$ cat src/design/itsg_consts.svh
// Timing counts, field positions and reset values for the intertrip signalling block.
`ifndef ITSG_CONSTS_SVH
`define ITSG_CONSTS_SVH

// ****************************************************************
// Clock and sample timing
// ****************************************************************
`define ITSG_CLK_HZ            50000000
`define ITSG_SAMPLE_US         1250
`define ITSG_SAMPLE_CYC        ((`ITSG_CLK_HZ / 1000000) * `ITSG_SAMPLE_US)
`define ITSG_HOLD_MS           60
`define ITSG_HOLD_SAMPLES      ((`ITSG_HOLD_MS * 1000 + `ITSG_SAMPLE_US - 1) / `ITSG_SAMPLE_US)

// ****************************************************************
// Filter and confirmation counts
// ****************************************************************
`define ITSG_PICKUP_SAMPLES    3
`define ITSG_CONFIRM_MSGS      2

// ****************************************************************
// Status field positions in the exchanged message
// ****************************************************************
`define ITSG_BIT_DIRECT        0
`define ITSG_BIT_PERMISSIVE    1

// ****************************************************************
// Reset values of software settings
// ****************************************************************
`define ITSG_RST_THRESHOLD     16'h0000
`define ITSG_RST_DELAY         16'h0010

`endif

$ cat src/design/itsg_pkg.sv
// Types shared by the intertrip signalling block.
package itsg_pkg;
  typedef struct packed {
    logic permissive;
    logic direct;
  } itsg_status_s;

  typedef enum logic [1:0] {
    ITSG_PT_IDLE,
    ITSG_PT_TIMING,
    ITSG_PT_TRIPPED
  } itsg_ptrip_e;
endpackage : itsg_pkg

$ cat src/design/itsg_intertrip.sv
// Intertrip and permissive intertrip signalling logic.
`timescale 1ns/1ps
`include "itsg_consts.svh"

// Contract
// - Filtered direct initiate sets transmitted direct bit
// - Direct initiate gives no local trip
// - Confirmed direct bit drives separate intertrip contacts
// - Direct output needs no current interlock
// - Initiate pickup three samples, dropout one
// - Received bit valid after two messages
// - Intertrip output held at least 60 ms
// - Permissive initiate sets bit, no local trip
// - Permissive trip needs current over delay
// - Permissive trip drives shared three-phase trip
// - Permissive uses same filter and confirmation
// - Two block-autoreclose contacts on permissive trip
module itsg_intertrip
  import itsg_pkg::*;
#(
  parameter int SAMPLE_CYC = `ITSG_SAMPLE_CYC,
  parameter int HOLD_SAMP  = `ITSG_HOLD_SAMPLES,
  parameter int W          = 16
) (
  input  wire logic         MCLK,
  input  wire logic         RST_B,
  input  wire logic         DIRECT_INIT,
  input  wire logic         PERM_INIT,
  input  wire logic         RX_VALID,
  input  wire itsg_status_s RX_STATUS,
  input  wire logic [W-1:0] REMOTE_CURRENT,
  input  wire logic         DIFF_TRIP,
  input  wire logic [1:0]   ADDR,
  input  wire logic [W-1:0] WDATA,
  input  wire logic         WR,
  input  wire logic         RD,
  output logic      [W-1:0] RDATA,
  output itsg_status_s      TX_STATUS,
  output logic              SAMPLE_TICK,
  output logic [3:0]        INTERTRIP_OUT,
  output logic [2:0]        TRIP_OUT,
  output logic [1:0]        BLOCK_AR
);

  // ****************************************************************
  // Sample tick divider
  // ****************************************************************
  localparam int TW = $clog2(SAMPLE_CYC + 1);
  logic [TW-1:0] div_reg;
  logic          tick;

  always_ff @(posedge MCLK or negedge RST_B) begin
    if (!RST_B) begin
      div_reg <= '0;
    end else if (div_reg == TW'(SAMPLE_CYC - 1)) begin
      div_reg <= '0;
    end else begin
      div_reg <= div_reg + TW'(1);
    end
  end
  assign tick = (div_reg == TW'(SAMPLE_CYC - 1));
  assign SAMPLE_TICK = tick;

  // ****************************************************************
  // Initiate input filters
  // ****************************************************************
  // Pickup needs a run of active samples; one inactive sample drops out.
  function automatic logic [1:0] pickup_next(input logic [1:0] cnt, input logic lvl);
    if (!lvl) begin
      pickup_next = 2'h0;
    end else if (cnt < 2'(`ITSG_PICKUP_SAMPLES)) begin
      pickup_next = cnt + 2'h1;
    end else begin
      pickup_next = cnt;
    end
  endfunction : pickup_next

  logic [1:0] dcnt_reg;
  logic [1:0] pcnt_reg;

  always_ff @(posedge MCLK or negedge RST_B) begin
    if (!RST_B) begin
      dcnt_reg <= 2'h0;
      pcnt_reg <= 2'h0;
    end else if (tick) begin
      dcnt_reg <= pickup_next(dcnt_reg, DIRECT_INIT);
      pcnt_reg <= pickup_next(pcnt_reg, PERM_INIT);
    end
  end

  // The filtered levels go to the message and the status word; nothing local trips on them.
  always_ff @(posedge MCLK or negedge RST_B) begin
    if (!RST_B) begin
      TX_STATUS <= '0;
    end else begin
      TX_STATUS.direct     <= (dcnt_reg == 2'(`ITSG_PICKUP_SAMPLES));
      TX_STATUS.permissive <= (pcnt_reg == 2'(`ITSG_PICKUP_SAMPLES));
    end
  end

  // ****************************************************************
  // Received bit confirmation
  // ****************************************************************
  // Messages arriving between ticks are latched and judged on the next tick.
  itsg_status_s last_reg;
  itsg_status_s conf_reg;
  itsg_status_s pend_reg;
  logic         pend_v_reg;

  always_ff @(posedge MCLK or negedge RST_B) begin
    if (!RST_B) begin
      pend_reg   <= '0;
      pend_v_reg <= 1'b0;
    end else if (RX_VALID) begin
      pend_reg   <= RX_STATUS;
      pend_v_reg <= 1'b1;
    end else if (tick) begin
      pend_v_reg <= 1'b0;
    end
  end

  always_ff @(posedge MCLK or negedge RST_B) begin
    if (!RST_B) begin
      last_reg <= '0;
      conf_reg <= '0;
    end else if (tick && pend_v_reg) begin
      last_reg <= pend_reg;
      conf_reg <= pend_reg & last_reg;
    end
  end

  // ****************************************************************
  // Direct intertrip output hold
  // ****************************************************************
  localparam int HW = $clog2(HOLD_SAMP + 1);
  logic [HW-1:0] hold_reg;
  logic          it_reg;

  always_ff @(posedge MCLK or negedge RST_B) begin
    if (!RST_B) begin
      hold_reg <= '0;
    end else if (tick) begin
      if (conf_reg.direct && !it_reg) begin
        hold_reg <= HW'(HOLD_SAMP);
      end else if (hold_reg != '0) begin
        hold_reg <= hold_reg - HW'(1);
      end
    end
  end

  // No current check here: the received bit alone closes the contacts.
  always_ff @(posedge MCLK or negedge RST_B) begin
    if (!RST_B) begin
      it_reg <= 1'b0;
    end else if (tick) begin
      it_reg <= conf_reg.direct || (hold_reg > HW'(1));
    end
  end
  assign INTERTRIP_OUT = {4{it_reg}};

  // ****************************************************************
  // Settings
  // ****************************************************************
  logic [W-1:0] threshold;
  logic [W-1:0] pdelay;
  logic [W-1:0] status_word;

  itsg_settings #(
    .W (W)
  ) u_settings (
    .clk         (MCLK),
    .rst_b       (RST_B),
    .addr        (ADDR),
    .wdata       (WDATA),
    .wr          (WR),
    .rd          (RD),
    .status_word (status_word),
    .rdata       (RDATA),
    .threshold   (threshold),
    .delay       (pdelay)
  );

  // ****************************************************************
  // Permissive trip timer
  // ****************************************************************
  itsg_ptrip_e  pst_reg;
  logic [W-1:0] ptim_reg;
  logic         over;

  assign over = (REMOTE_CURRENT > threshold);

  always_ff @(posedge MCLK or negedge RST_B) begin
    if (!RST_B) begin
      pst_reg  <= ITSG_PT_IDLE;
      ptim_reg <= '0;
    end else if (tick) begin
      case (pst_reg)
        ITSG_PT_IDLE: begin
          ptim_reg <= '0;
          if (conf_reg.permissive && over) pst_reg <= ITSG_PT_TIMING;
        end
        ITSG_PT_TIMING: begin
          if (!conf_reg.permissive || !over) begin
            pst_reg <= ITSG_PT_IDLE;
          end else if (ptim_reg >= pdelay) begin
            pst_reg <= ITSG_PT_TRIPPED;
          end else begin
            ptim_reg <= ptim_reg + W'(1);
          end
        end
        ITSG_PT_TRIPPED: begin
          if (!conf_reg.permissive || !over) pst_reg <= ITSG_PT_IDLE;
        end
        default: pst_reg <= ITSG_PT_IDLE;
      endcase
    end
  end

  // Shared with differential protection; all three phases together.
  logic ptrip;
  assign ptrip = (pst_reg == ITSG_PT_TRIPPED);

  always_ff @(posedge MCLK or negedge RST_B) begin
    if (!RST_B) begin
      TRIP_OUT <= 3'h0;
      BLOCK_AR <= 2'h0;
    end else begin
      TRIP_OUT <= {3{ptrip || DIFF_TRIP}};
      BLOCK_AR <= {2{ptrip}};
    end
  end

  assign status_word = W'({ptrip, it_reg, conf_reg.permissive, conf_reg.direct,
                           TX_STATUS.permissive, TX_STATUS.direct});

endmodule : itsg_intertrip

$ cat src/design/itsg_settings.sv
// Setting store for the current threshold and permissive delay.
`timescale 1ns/1ps
`include "itsg_consts.svh"
module itsg_settings
  import itsg_pkg::*;
#(
  parameter int W = 16
) (
  input  wire logic         clk,
  input  wire logic         rst_b,
  input  wire logic [1:0]   addr,
  input  wire logic [W-1:0] wdata,
  input  wire logic         wr,
  input  wire logic         rd,
  input  wire logic [W-1:0] status_word,
  output logic      [W-1:0] rdata,
  output logic      [W-1:0] threshold,
  output logic      [W-1:0] delay
);
  always_ff @(posedge clk or negedge rst_b) begin
    if (!rst_b) begin
      threshold <= `ITSG_RST_THRESHOLD;
      delay     <= `ITSG_RST_DELAY;
    end else if (wr) begin
      if (addr == 2'h0) threshold <= wdata;
      if (addr == 2'h1) delay     <= wdata;
    end
  end

  // Unmapped addresses read zero.
  always_ff @(posedge clk or negedge rst_b) begin
    if (!rst_b) begin
      rdata <= '0;
    end else if (rd) begin
      case (addr)
        2'h0:    rdata <= threshold;
        2'h1:    rdata <= delay;
        2'h2:    rdata <= status_word;
        default: rdata <= '0;
      endcase
    end else begin
      rdata <= '0;
    end
  end
endmodule : itsg_settings

$ cat config.mk
export PLATFORM = sky130hd
export DESIGN_NAME = itsg_intertrip
export DESIGN_NICKNAME = d
export VERILOG_FILES = /design/src/design/itsg_pkg.sv /design/src/design/itsg_intertrip.sv /design/src/design/itsg_settings.sv
export VERILOG_INCLUDE_DIRS = /design/src /design/src/design
export SDC_FILE = /design/constraint.sdc
export NUM_CORES = 1
export LEC_CHECK = 0
export BUFFER_PORTS_ARGS = -buffer_cell sky130_fd_sc_hd__buf_2
export CAP_MARGIN = 15
export CORE_ASPECT_RATIO = 0.9
export CORE_UTILIZATION = 55
export CTS_BUF_LIST = sky130_fd_sc_hd__clkbuf_2
export CTS_CLUSTER_SIZE = 20
export DETAILED_ROUTE_END_ITERATION = 10
export GPL_ROUTABILITY_DRIVEN = 0
export PLACE_DENSITY = 0.76
export SYNTH_ARGS = -nofsm -noshare
export SYNTH_HDL_FRONTEND = slang
export SYNTH_SLANG_ARGS = --single-unit
$ cat constraint.sdc
create_clock -name MCLK -period 6.2 [get_ports MCLK]
set_input_delay 0.93 -clock MCLK [delete_from_list [all_inputs] [get_ports MCLK]]
set_output_delay 0.93 -clock MCLK [all_outputs]
set_load 0.01 [all_outputs]
Yosys cells after proc, flatten, opt, wreduce, memory -nomap -nowiden
Index checks and enable logic that the tools add are counted.
{ "totals": {"in_bits": 44, "regBits": 104, "elab_cells": 87} }
{ "classes": {"addsub": 5, "eq_ne": 14, "n_reduce_logical": 22, "magnitude_cmp": 5, "mux": 19, "n_bitwise": 1} }
{ "ops": {"columns": ["cell", "n"], "rows": [
  ["16-bit 2-to-1 mux", 4],
  ["16-bit case mux with 3 select lines", 1],
  ["16-bit by 1-bit adder with 16-bit output (second input constant)", 2],
  ["16-bit case mux with 2 select lines", 1],
  ["16-bit == test (second input constant)", 1],
  ["16-bit >= comparator", 1],
  ["16-bit greater-than comparator", 1],
  ["2-bit 2-to-1 mux", 8],
  ["6-bit 2-to-1 mux", 2],
  ["2-bit AND reduction", 5],
  ["2-bit == test (second input constant)", 4],
  ["4-bit AND reduction", 2],
  ["6-bit by 1-bit greater-than comparator with 1-bit output (second input constant)", 1],
  ["2-bit by 1-bit != test with 1-bit output (second input constant)", 3],
  ["2-bit != test (second input constant)", 3],
  ["2-bit case mux with 3 select lines", 1],
  ["2-bit nonzero test", 3],
  ["6-bit nonzero test", 1],
  ["6-bit by 1-bit subtractor with 6-bit output (second input constant)", 1],
  ["2-bit by 1-bit adder with 2-bit output (second input constant)", 2],
  ["2-bit by 1-bit == test with 1-bit output (second input constant)", 2],
  ["2-bit logical NOT", 2],
  ["2-bit < comparator (second input constant)", 2],
  ["1-bit logical AND", 3],
  ["5 further kinds", 10]
]} }

Longest topological paths before layout
Gate-level depths: netlist (run 1).
{ "logic_depth": {"ltp_word": 5, "depth_mapped": 9, "ltp_nobuf": 8} }

By module
Synthesis (run 1) repeated with hierarchy kept, for this count alone.
{ "hier_totals": {"hier_cells": 567, "area_unflattened_um2": 5940.7} }
{ "modules_own_cells": {"columns": ["module", "instances", "seq_area_each_um2", "area_each_um2", "cells_each"], "rows": [
  ["itsg_intertrip", 1, 1401.3, 3808.7, 410],
  ["itsg_settings", 1, 1202.4, 2132.0, 157]
]} }

Least setup slack after synthesis (run 1)
No wires, ideal clock.
{ "synth_timing": {"path_type": "in2reg", "from": "input REMOTE_CURRENT[1]", "to": "register ptim_reg[7]", "path_slack_ps": 3342, "n_path_buf": 1, "cell_stages": 8, "t_required_ps": 6073, "arrival_time_ps": 2731, "path_cell_list": "ha_1 -> nor2b_1 -> o211ai_1 -> a2111oi_0 -> nor4b_2 -> or2_1 -> buf_2 -> a311o_2"} }
{ "synth_between": {"elab_chain_cells": 5} }
{ "synth_rtl": {"columns": ["item", "line_no", "source"], "rows": [
  ["start: declaration", "itsg_intertrip.sv:31", "input wire logic [W-1:0] REMOTE_CURRENT,"],
  ["16-bit greater-than comparator", "itsg_intertrip.sv:190", "assign over = (REMOTE_CURRENT > threshold);"],
  ["1-bit logical NOT", "itsg_intertrip.sv:203", "if (!conf_reg.permissive || !over) begin"],
  ["1-bit logical OR", "itsg_intertrip.sv:203", null],
  ["2-bit != test (no line)", null, null],
  ["4-bit AND reduction (no line)", null, null],
  ["end signal: assignment", "itsg_intertrip.sv:208", "ptim_reg <= ptim_reg + W'(1);"],
  ["end: declaration", "itsg_intertrip.sv:187", "logic [W-1:0] ptim_reg;"]
]} }
Every way passes these cells.
A chain may end at the register's enable or synchronous reset.

Worst setup path in the final report (run 1)
{ "layout_timing": {"from": "register div_reg[0]", "to": "output SAMPLE_TICK"} }
{ "layout_between": {"elab_chain_cells": 1} }
{ "layout_rtl": {"columns": ["item", "line_no", "source"], "rows": [
  ["start: declaration", "itsg_intertrip.sv:49", "logic [TW-1:0] div_reg;"],
  ["start signal: assignment", "itsg_intertrip.sv:58", "div_reg <= div_reg + TW'(1);"],
  ["16-bit == test", "itsg_intertrip.sv:61", "assign tick = (div_reg == TW'(SAMPLE_CYC - 1));"],
  ["end: declaration", "itsg_intertrip.sv:39", "output logic SAMPLE_TICK,"]
]} }
Every way passes these cells.

==> impl_metrics.csv, run 1 <==
group,metric,value,unit
yosys,async_flop_share,1.00,
final_layout,area_delta_synth_final,9.04,%
timing,final-setup-viol-count,0,
clock_tree,cts_setup_buffers,0,
die,num_rows,34,
global_route,grt_pass1_vias,4261,
clock_tree,cts.path.max_buffers,2,
final_layout,multi_input_area,2820,um2
yosys,syn_inst,574,
global_route,antenna_found_initial,0,
yosys,synth_top_area_share,0.451,
global_route,grt_util_all_layers,0.243,
die,die_x,109,um
yosys,ys_ff_latch,104,
timing,finalCritPeriodShare,0.530,
timing,slew-limit-headroom,0.335,
placement,place_inst,745,
status,status,"completed",
clock_tree,clock-root-buffer,"clkbuf_2",
die,core,9870,um2
critical_path,cp.required,5.27,ns
yosys,synth_edf_count,0,
clock_tree,cts-buffers-inserted,9,
pwr,leakagePower,2.99,nW
final_layout,final_util,0.631,
drt,drt_first_pass_iters,4,
timing,finalHoldViolations,0,
timing,period_minus_slack,3.28,ns
timing,fmax,304,MHz
critical_path,cpPeakStageDelay,0.48,ns
yosys,avgSynthCellArea,9.96,um2
placement,io_buffer_count,71,
yosys,post-synth-top-area-cell,"dfrtp_1",
final_layout,antennaDiodeCount,0,
drt,vias,4409,
critical_path,path_cells,"ha_1, and4_1, nand4_4, clkinv_2, buf_2",
clock_tree,cts_sinks,104,
die,die_area,10800,um2
critical_path,critPathSlowestCell,"dfrtp_1",
job,drv_cap,0,
critical_path,end_kind,"output port",
global_route,grt_pass1_wl,20.3,mm
yosys,synth_nets,656,
placement,hpwl,8.86,mm
critical_path,start_kind,"register",
final_layout,fillers,796,
critical_path,setup.worst_path.class,"reg2out",
timing,timing.setup.tns,0,ns
hold_path,hold_path.class,"in2async",
clock_tree,h-tree-depth,3,
yosys,ys_types,62,
critical_path,arrival,2.35,ns
final_layout,register_area,2600,um2
die,die_h,98.7,um
clock_tree,tritoncts,"done",
global_route,overflow,0,
timing,rsz0062_at_grt,"no",
die,start_util,0.579,
global_route,grt_max_degree,63,
yosys,synth_top_cells_by_count,"103 x dfrtp_1, 61 x nand2_1, 40 x inv_1, 38 x ha_1, 37 x o21ai_0",
yosys,synth_ff_type,"dfrtp_1",
pwr,power.density,210,nW/um2
clock_tree,clk_latency,0.59,ns
clock_tree,cts.repair.resized,0,
drt,ant_nets,0,
clock_tree,path_clk_slew,0.27,ns
final_layout,stdcell_count,761,
drt,wl,12.0,mm
yosys,yosysMostFrequentCell,"dfrtp_1",
yosys,ys_top_cells_by_area,"dfrtp_1 45%, ha_1 8.3%, mux2_2 4.3%",
final_layout,drive_above_1_share,0.195,
yosys,synthesis.area,5720,um2
timing,whs,0.282,ns
die,num_io_pins,72,
drt,drc_errors,0,
timing,worst_pin_slew,0.997,ns
pwr,ir_drop,0.150,mV
critical_path,crit_fanout,17,
drt,vias_per_cell,5.79,
yosys,yosysSeqAreaShare,0.456,
drt,first_iter_violations,277,
final_layout,fin_nets,712,
timing,fin_skew,0.0219,ns
clock_tree,hold_buffers,0,
yosys,ys_warn_count,0,
timing,drv_slew,0,
drt,drt-wirelength-per-cell,15.8,um
worst max-delay path: cells and delay by family, from the launching register on:
family                     cells  cell delay, ns
and+or+nand+nor                2            0.51
buffers and inverters          2            0.51
adders and majority gates      1            0.28
DFF                            1            0.48
per-stage QoR:
step                      total power [mW]  setup WS, ns  area (um2)
final                                 1.31          2.92        6230
after CTS                             1.32          2.89        6230
after detailed placement              1.00          2.59        6120
after global placement               0.988          2.75        6120
after floorplan                      0.910          3.34        5720
after global routing                  1.39          2.73        6230
metal layers:
metal	vias up	track usage	share of wire
li1	2158	-	-
met1	2112	0.349	0.47
met2	121	0.364	0.46
met3	18	0.0509	0.051
met4	0	0.0841	0.017
met5	-	0	0
placed cells by master (no fill, tap or decap), types with 8 or more instances in the layout:
cell,netlist,layout
buf_2,5,70
a21oi_1,23,23
nand3_1,17,17
nand2_1,61,61
xnor2_1,11,11
inv_1,40,40
nor2_1,31,31
a21o_1,8,8
nand4_1,12,12
nor3_1,15,15
and2_1,8,8
dfrtp_1,103,103
mux2i_1,17,17
o211ai_1,13,13
ha_1,38,38
clkbuf_2,0,9
o21ai_0,37,37
mux2_2,22,22
report_power, final:
part / total [mW] / internal, mW / leakage [nW] / switching (mW)
Combinational: 0.233 / 0.0999 / 1.63 / 0.133
Sequential: 0.756 / 0.726 / 1.29 / 0.0293
Clock: 0.322 / 0.0934 / 0.0701 / 0.229
Total: 1.31 / 0.919 / 2.99 / 0.391
area by class of cell:
class	instances	share of cell area
repair buffers	74	0.0610
inverters	41	0.0249
clock buffers	9	0.00723
well taps	126	0.0253
clock inverters	7	0.0110
multi-input cells	400	0.453
flip-flops and latches	104	0.418
cells by family after synthesis:
group / after synthesis / share of synthesized area
and+or+nand+nor: 192 / 0.181
AOI/OAI and AO/OA: 117 / 0.133
DFF: 104 / 0.456
buffers and inverters: 70 / 0.0532
muxes: 39 / 0.0731
adders and majority gates: 38 / 0.0832
xor gates and xnor gates: 14 / 0.0215
final timing paths:
kind                                        start  slack [ns]                 endpoint  depth (start not counted)
setup / recovery             div_reg[0]$_DFF_PN0_        2.92              SAMPLE_TICK                          5
hold / removal                              RST_B        0.28  ptim_reg[4]$_DFFE_PN0P_                          1
setup reg to reg             div_reg[0]$_DFF_PN0_        3.02  ptim_reg[7]$_DFFE_PN0P_                          8
hold reg to reg            pend_v_reg$_DFFE_PN0P_        0.52   pend_v_reg$_DFFE_PN0P_                          1
max in group asynchronous                   RST_B        4.75  dcnt_reg[1]$_DFFE_PN0P_                          2
min in group MCLK          pend_v_reg$_DFFE_PN0P_        0.52   pend_v_reg$_DFFE_PN0P_                          1
Power figures use the tool's default switching activity.
==> inputs of run 2 (changes only) <==
--- a/config.mk
+++ b/config.mk
@@ -9,12 +9,12 @@
 export BUFFER_PORTS_ARGS = -buffer_cell sky130_fd_sc_hd__buf_2
 export CAP_MARGIN = 15
 export CORE_ASPECT_RATIO = 0.9
-export CORE_UTILIZATION = 55
+export CORE_UTILIZATION = 54
 export CTS_BUF_LIST = sky130_fd_sc_hd__clkbuf_2
 export CTS_CLUSTER_SIZE = 20
 export DETAILED_ROUTE_END_ITERATION = 10
 export GPL_ROUTABILITY_DRIVEN = 0
-export PLACE_DENSITY = 0.76
+export PLACE_DENSITY = 0.78
 export SYNTH_ARGS = -nofsm -noshare
 export SYNTH_HDL_FRONTEND = slang
 export SYNTH_SLANG_ARGS = --single-unit
==> constraint.sdc (replaced) <==
create_clock -name MCLK -period 2.7 [get_ports MCLK]
set_input_delay 0.405 -clock MCLK [delete_from_list [all_inputs] [get_ports MCLK]]
set_output_delay 0.405 -clock MCLK [all_outputs]
set_load 0.01 [all_outputs]
==> run 2 against run 1 <==
Net effect: cell area rose by 6.0%; register-to-register slack got worse by 2.9 ns; global-route usage barely moved; largest cell class unchanged; largest power group unchanged; utilization rose by 1.3 points; power rose by 130%; sequential cell count did not move; final cell count rose by 5.3%.
==> impl_metrics.csv, run 2 (synthesized netlist as in run 1, its figures left out) <==
group,metric,value,unit
status,status,"completed",
critical_path,setup.worst_path.class,"reg2reg",
drt,ant_nets,0,
timing,fin_skew,0.0296,ns
global_route,overflow,0,
die,num_rows,35,
drt,vias_per_cell,5.78,
drt,vias,4627,
final_layout,fin_nets,749,
placement,place_area,6260,um2
drt,wl,13.0,mm
final_layout,final_util,0.645,
critical_path,crit_fanout,10,
timing,rsz0062_at_grt,"yes",
timing,final-setup-viol-count,0,
critical_path,cpPeakStageDelay,0.58,ns
critical_path,start_kind,"register",
timing,period_minus_slack,2.63,ns
clock_tree,cts_sinks,104,
clock_tree,tritoncts,"done",
drt,drc_errors,0,
critical_path,arrival,3.14,ns
drt,drt-wirelength-per-cell,16.3,um
drt,drt_first_pass_iters,5,
die,die_h,99.6,um
global_route,grt_pass1_vias,4505,
hold_path,hold_path.class,"in2reg",
placement,place_inst,765,
clock_tree,clock-root-buffer,"clkbuf_2",
timing,whs,0.0384,ns
final_layout,layout_common_cells,"102 x dfrtp_1, 70 x buf_2, 61 x nand2_1",
clock_tree,h-tree-depth,3,
die,die_x,110,um
final_layout,antennaDiodeCount,0,
pwr,leakagePower,3.16,nW
job,drv_cap,0,
die,core,10200,um2
timing,fmax,380,MHz
final_layout,layout_commonest_cell,"dfrtp_1",
timing,slew-limit-headroom,0.590,
clock_tree,path_clk_slew,0.28,ns
clock_tree,cts_setup_buffers,0,
die,die_area,11000,um2
global_route,grt_max_degree,44,
placement,hpwl,9.60,mm
critical_path,path_cells,"inv_1, ha_1, nand4_1, or4_4, nor4b_2, o21ai_4, buf_6, buf_4, nor3_1, a211oi_1",
clock_tree,cts-buffers-inserted,9,
placement,io_buffer_count,71,
critical_path,cp.required,3.21,ns
final_layout,stdcell_count,801,
timing,drv_slew,0,
global_route,grt_pass1_wl,21.5,mm
die,start_util,0.558,
timing,worst_pin_slew,0.609,ns
die,num_io_pins,72,
final_layout,final_cell_area,6610,um2
drt,first_iter_violations,284,
timing,finalHoldViolations,0,
pwr,power.density,458,nW/um2
critical_path,critPathSlowestCell,"or4_4",
global_route,antenna_found_initial,0,
global_route,grt_util_all_layers,0.243,
final_layout,area_delta_synth_final,15.6,%
timing,finalCritPeriodShare,0.974,
final_layout,drive_above_1_share,0.222,
critical_path,end_kind,"register",
clock_tree,cts.path.max_buffers,2,
pwr,ir_drop,0.435,mV
clock_tree,clk_latency,0.60,ns
## run 2: final cells by class
type	count	area [um2]
repair buffers	111	724
inverters	41	155
well taps	129	161
fillers	822	3640
flip-flops and latches	104	2610
multi-input cells	400	2860
clock buffers	9	45.0
clock inverters	7	53.8
## run 2: per-stage QoR
step                      power [mW]  setup slack (ns)  TNS, ns
after floorplan                 2.09             0.367        0
after global placement          2.28           0.00578        0
after detailed placement        2.33           -0.0666   -0.352
after CTS                       3.02            0.0284        0
after global routing            3.18           -0.0601  -0.0603
final                           3.02            0.0706        0
## run 2: per-layer routing
layer / share of wire / global-route usage / vias up
li1: - / - / 2223
met3: 0.053 / 0.0500 / 27
met5: 0 / 0 / -
met1: 0.44 / 0.321 / 2227
met2: 0.48 / 0.401 / 150
met4: 0.021 / 0.0851 / 0
## run 2: critical path: cells and delay by family, from the launching register on
family / cells / cell delay, ns
adder cells (fa/ha/maj): 1 / 0.31
AND/OR/NAND/NOR: 4 / 1.05
AO/OA/AOI/OAI: 2 / 0.38
flip-flops: 1 / 0.43
buffers and inverters: 3 / 0.36
## run 2: final timing paths
path	slack (ns)	endpoint	startpoint	cells after the start
worst max-delay path	0.07	ptim_reg[10]$_DFFE_PN0P_	u_settings.threshold[14]$_DFFE_PN0P_	10
worst min-delay path	0.04	u_settings.threshold[13]$_DFFE_PN0P_	WDATA[13]	3
worst max register to register	0.07	ptim_reg[10]$_DFFE_PN0P_	u_settings.threshold[14]$_DFFE_PN0P_	10
worst min register to register	0.50	div_reg[0]$_DFF_PN0_	div_reg[0]$_DFF_PN0_	1
max in group asynchronous	1.72	div_reg[0]$_DFF_PN0_	RST_B	3
min in group asynchronous	0.30	u_settings.threshold[5]$_DFFE_PN0P_	RST_B	2
## run 2: repair_timing
action	CTS	global route
setup endpoints to repair	4	11
hold buffers	16	4
endpoints found under the hold margin	56	4
gates resized for setup	3	8
## run 2: power breakdown
group          switching (mW)  leakage, nW  internal [mW]
Clock                   0.553       0.0622          0.133
Combinational           0.329         1.81          0.269
Sequential             0.0709         1.29           1.67
Total                   0.953         3.16           2.07
==> inputs of run 3 (changes only) <==
--- a/config.mk
+++ b/config.mk
@@ -15,6 +15,7 @@
 export DETAILED_ROUTE_END_ITERATION = 10
 export GPL_ROUTABILITY_DRIVEN = 0
 export PLACE_DENSITY = 0.78
+export REMOVE_ABC_BUFFERS = 1
 export SYNTH_ARGS = -nofsm -noshare
 export SYNTH_HDL_FRONTEND = slang
 export SYNTH_SLANG_ARGS = --single-unit
==> run 3 against run 2 <==
Net effect: via count is 0.86% higher; fmax is 1.8% lower; setup slack worse by 0.049 ns; routed wire length is 1.7% higher; sequential share of layout area is 0.61 points higher; cell area is 1.5% lower; sequential power hardly changed; register-to-register slack worse by 0.05 ns; die area stayed put; utilization is 0.99 points lower; sequential cell count stayed put; non-clock buffer count is 7 lower; largest cell class unchanged.
==> impl_metrics.csv, run 3 (synthesized netlist as in run 1, its figures left out) <==
group,metric,value,unit
timing,fmax,373,MHz
drt,first_iter_violations,310,
global_route,antenna_found_initial,0,
timing,slew-limit-headroom,0.608,
critical_path,arrival,3.18,ns
status,status,"completed",
final_layout,drive_above_1_share,0.220,
drt,drc_errors,0,
critical_path,cp.required,3.20,ns
global_route,grt_pass1_wl,22.3,mm
clock_tree,tritoncts,"done",
die,start_util,0.558,
clock_tree,cts-buffers-inserted,9,
placement,hpwl,9.57,mm
pwr,leakagePower,3.11,nW
die,num_io_pins,72,
die,die_x,110,um
die,die_h,99.6,um
drt,drt-wirelength-per-cell,16.7,um
job,drv_cap,0,
clock_tree,clk_latency,0.58,ns
final_layout,area_delta_synth_final,13.8,%
critical_path,crit_start,"ptim_reg[13]$_DFFE_PN0P_",
pwr,ir_drop,0.355,mV
critical_path,start_kind,"register",
clock_tree,path_clk_slew,0.28,ns
die,core,10200,um2
timing,period_minus_slack,2.68,ns
drt,drt_first_pass_iters,6,
die,die_area,11000,um2
final_layout,antennaDiodeCount,0,
die,num_rows,35,
timing,drv_slew,0,
hold_path,hold_path.class,"in2reg",
critical_path,end_kind,"register",
placement,io_buffer_count,71,
timing,fin_skew,0.0261,ns
final_layout,stdcell_count,794,
timing,finalCritPeriodShare,0.992,
global_route,grt_util_all_layers,0.252,
final_layout,fin_nets,742,
global_route,grt_max_degree,97,
final_layout,layout_commonest_cell,"dfrtp_1",
clock_tree,h-tree-depth,3,
critical_path,reg2regPathDepth,8,
clock_tree,cts_sinks,104,
hold_path,min_from,"DIRECT_INIT",
clock_tree,cts.path.max_buffers,2,
drt,wl,13.3,mm
drt,vias_per_cell,5.88,
pwr,power.density,453,nW/um2
global_route,overflow,0,
final_layout,final_cell_area,6500,um2
global_route,grt_pass1_vias,4626,
placement,place_inst,764,
pwr,finalPower,2.94,mW
timing,timing.setup.tns,0,ns
hold_path,min_path_cells,2,
final_layout,final_util,0.635,
timing,rsz0062_at_grt,"yes",
critical_path,crit_fanout,8,
timing,final-setup-viol-count,0,
clock_tree,clock-root-buffer,"clkbuf_2",
final_layout,layout_common_cells,"102 x dfrtp_1, 70 x buf_2, 61 x nand2_1",
critical_path,setup.worst_path.class,"reg2reg",
placement,place_area,6250,um2
timing,worst_pin_slew,0.588,ns
critical_path,r2r_start,"ptim_reg[13]$_DFFE_PN0P_",
drt,vias,4667,
timing,finalHoldViolations,0,
drt,ant_nets,0,
## run 3: cell count changes in the layout (fill, tap and decap cells not counted), sizes merged
cell         before  now
dlygate4sd3      20   13
clkinv            4    6
inv              43   41
## run 3: timing repair
action | in CTS | in global routing
resized for setup | 2 | 6
endpoints found under the hold margin | 110 | 5
hold buffers | 8 | 5
buffers inserted | 0 | 1
endpoints found under the setup margin | 4 | 11
## run 3: path summary, 6_finish.rpt
| path | end | slack (ns) |
|---|---|---|
| worst max-delay path | ptim_reg[11]$_DFFE_PN0P_ | 0.02 |
| worst min-delay path | dcnt_reg[0]$_DFFE_PN0P_ | 0.04 |
| worst max register to register | ptim_reg[11]$_DFFE_PN0P_ | 0.02 |
| worst min register to register | last_reg[1]$_DFFE_PN0P_ | 0.55 |
| max in group asynchronous | ptim_reg[13]$_DFFE_PN0P_ | 1.83 |
| min in group asynchronous | hold_reg[0]$_DFFE_PN0P_ | 0.12 |
## run 3: report_power, final
part | internal, mW | total (mW) | switching [mW]
Sequential | 1.67 | 1.73 | 0.0667
Combinational | 0.260 | 0.585 | 0.325
Clock | 0.113 | 0.625 | 0.513
## run 3: area by class of cell
cell class	count	area, um2
repair buffers	104	651
well taps	129	161
multi-input cells	400	2850
inverters	41	155
clock inverters	7	37.5
flip-flops and latches	104	2610
fillers	854	3740
clock buffers	9	45.0
## run 3: metrics by stage
stage          setup WS (ns)  hold slack (ns)
4_1_cts               0.0430          0.00279
6_report              0.0217           0.0390
3_5_place_dp          -0.152            0.242
2_1_floorplan         -0.162            0.109
3_3_place_gp          -0.123            0.237
5_1_grt              -0.0338         -0.00426
## run 3: worst max-delay path, stage by stage, from the launching register on
cell and delay, ns:
dfrtp_2 0.51, ha_1 0.32, a211oi_2 0.27, o21ai_0 0.18
nor4b_2 0.32, o21ai_2 0.17, buf_4 0.20, or4b_1 0.50
o211a_1 0.13
## run 3: routing by layer
metal / vias to the layer above / routed length (um) / track usage
met3: 18 / 699 / 0.0427
met5: - / 0 / 0
met2: 150 / 6510 / 0.435
met4: 0 / 163 / 0.0636
li1: 2211 / - / -
met1: 2288 / 5900 / 0.331
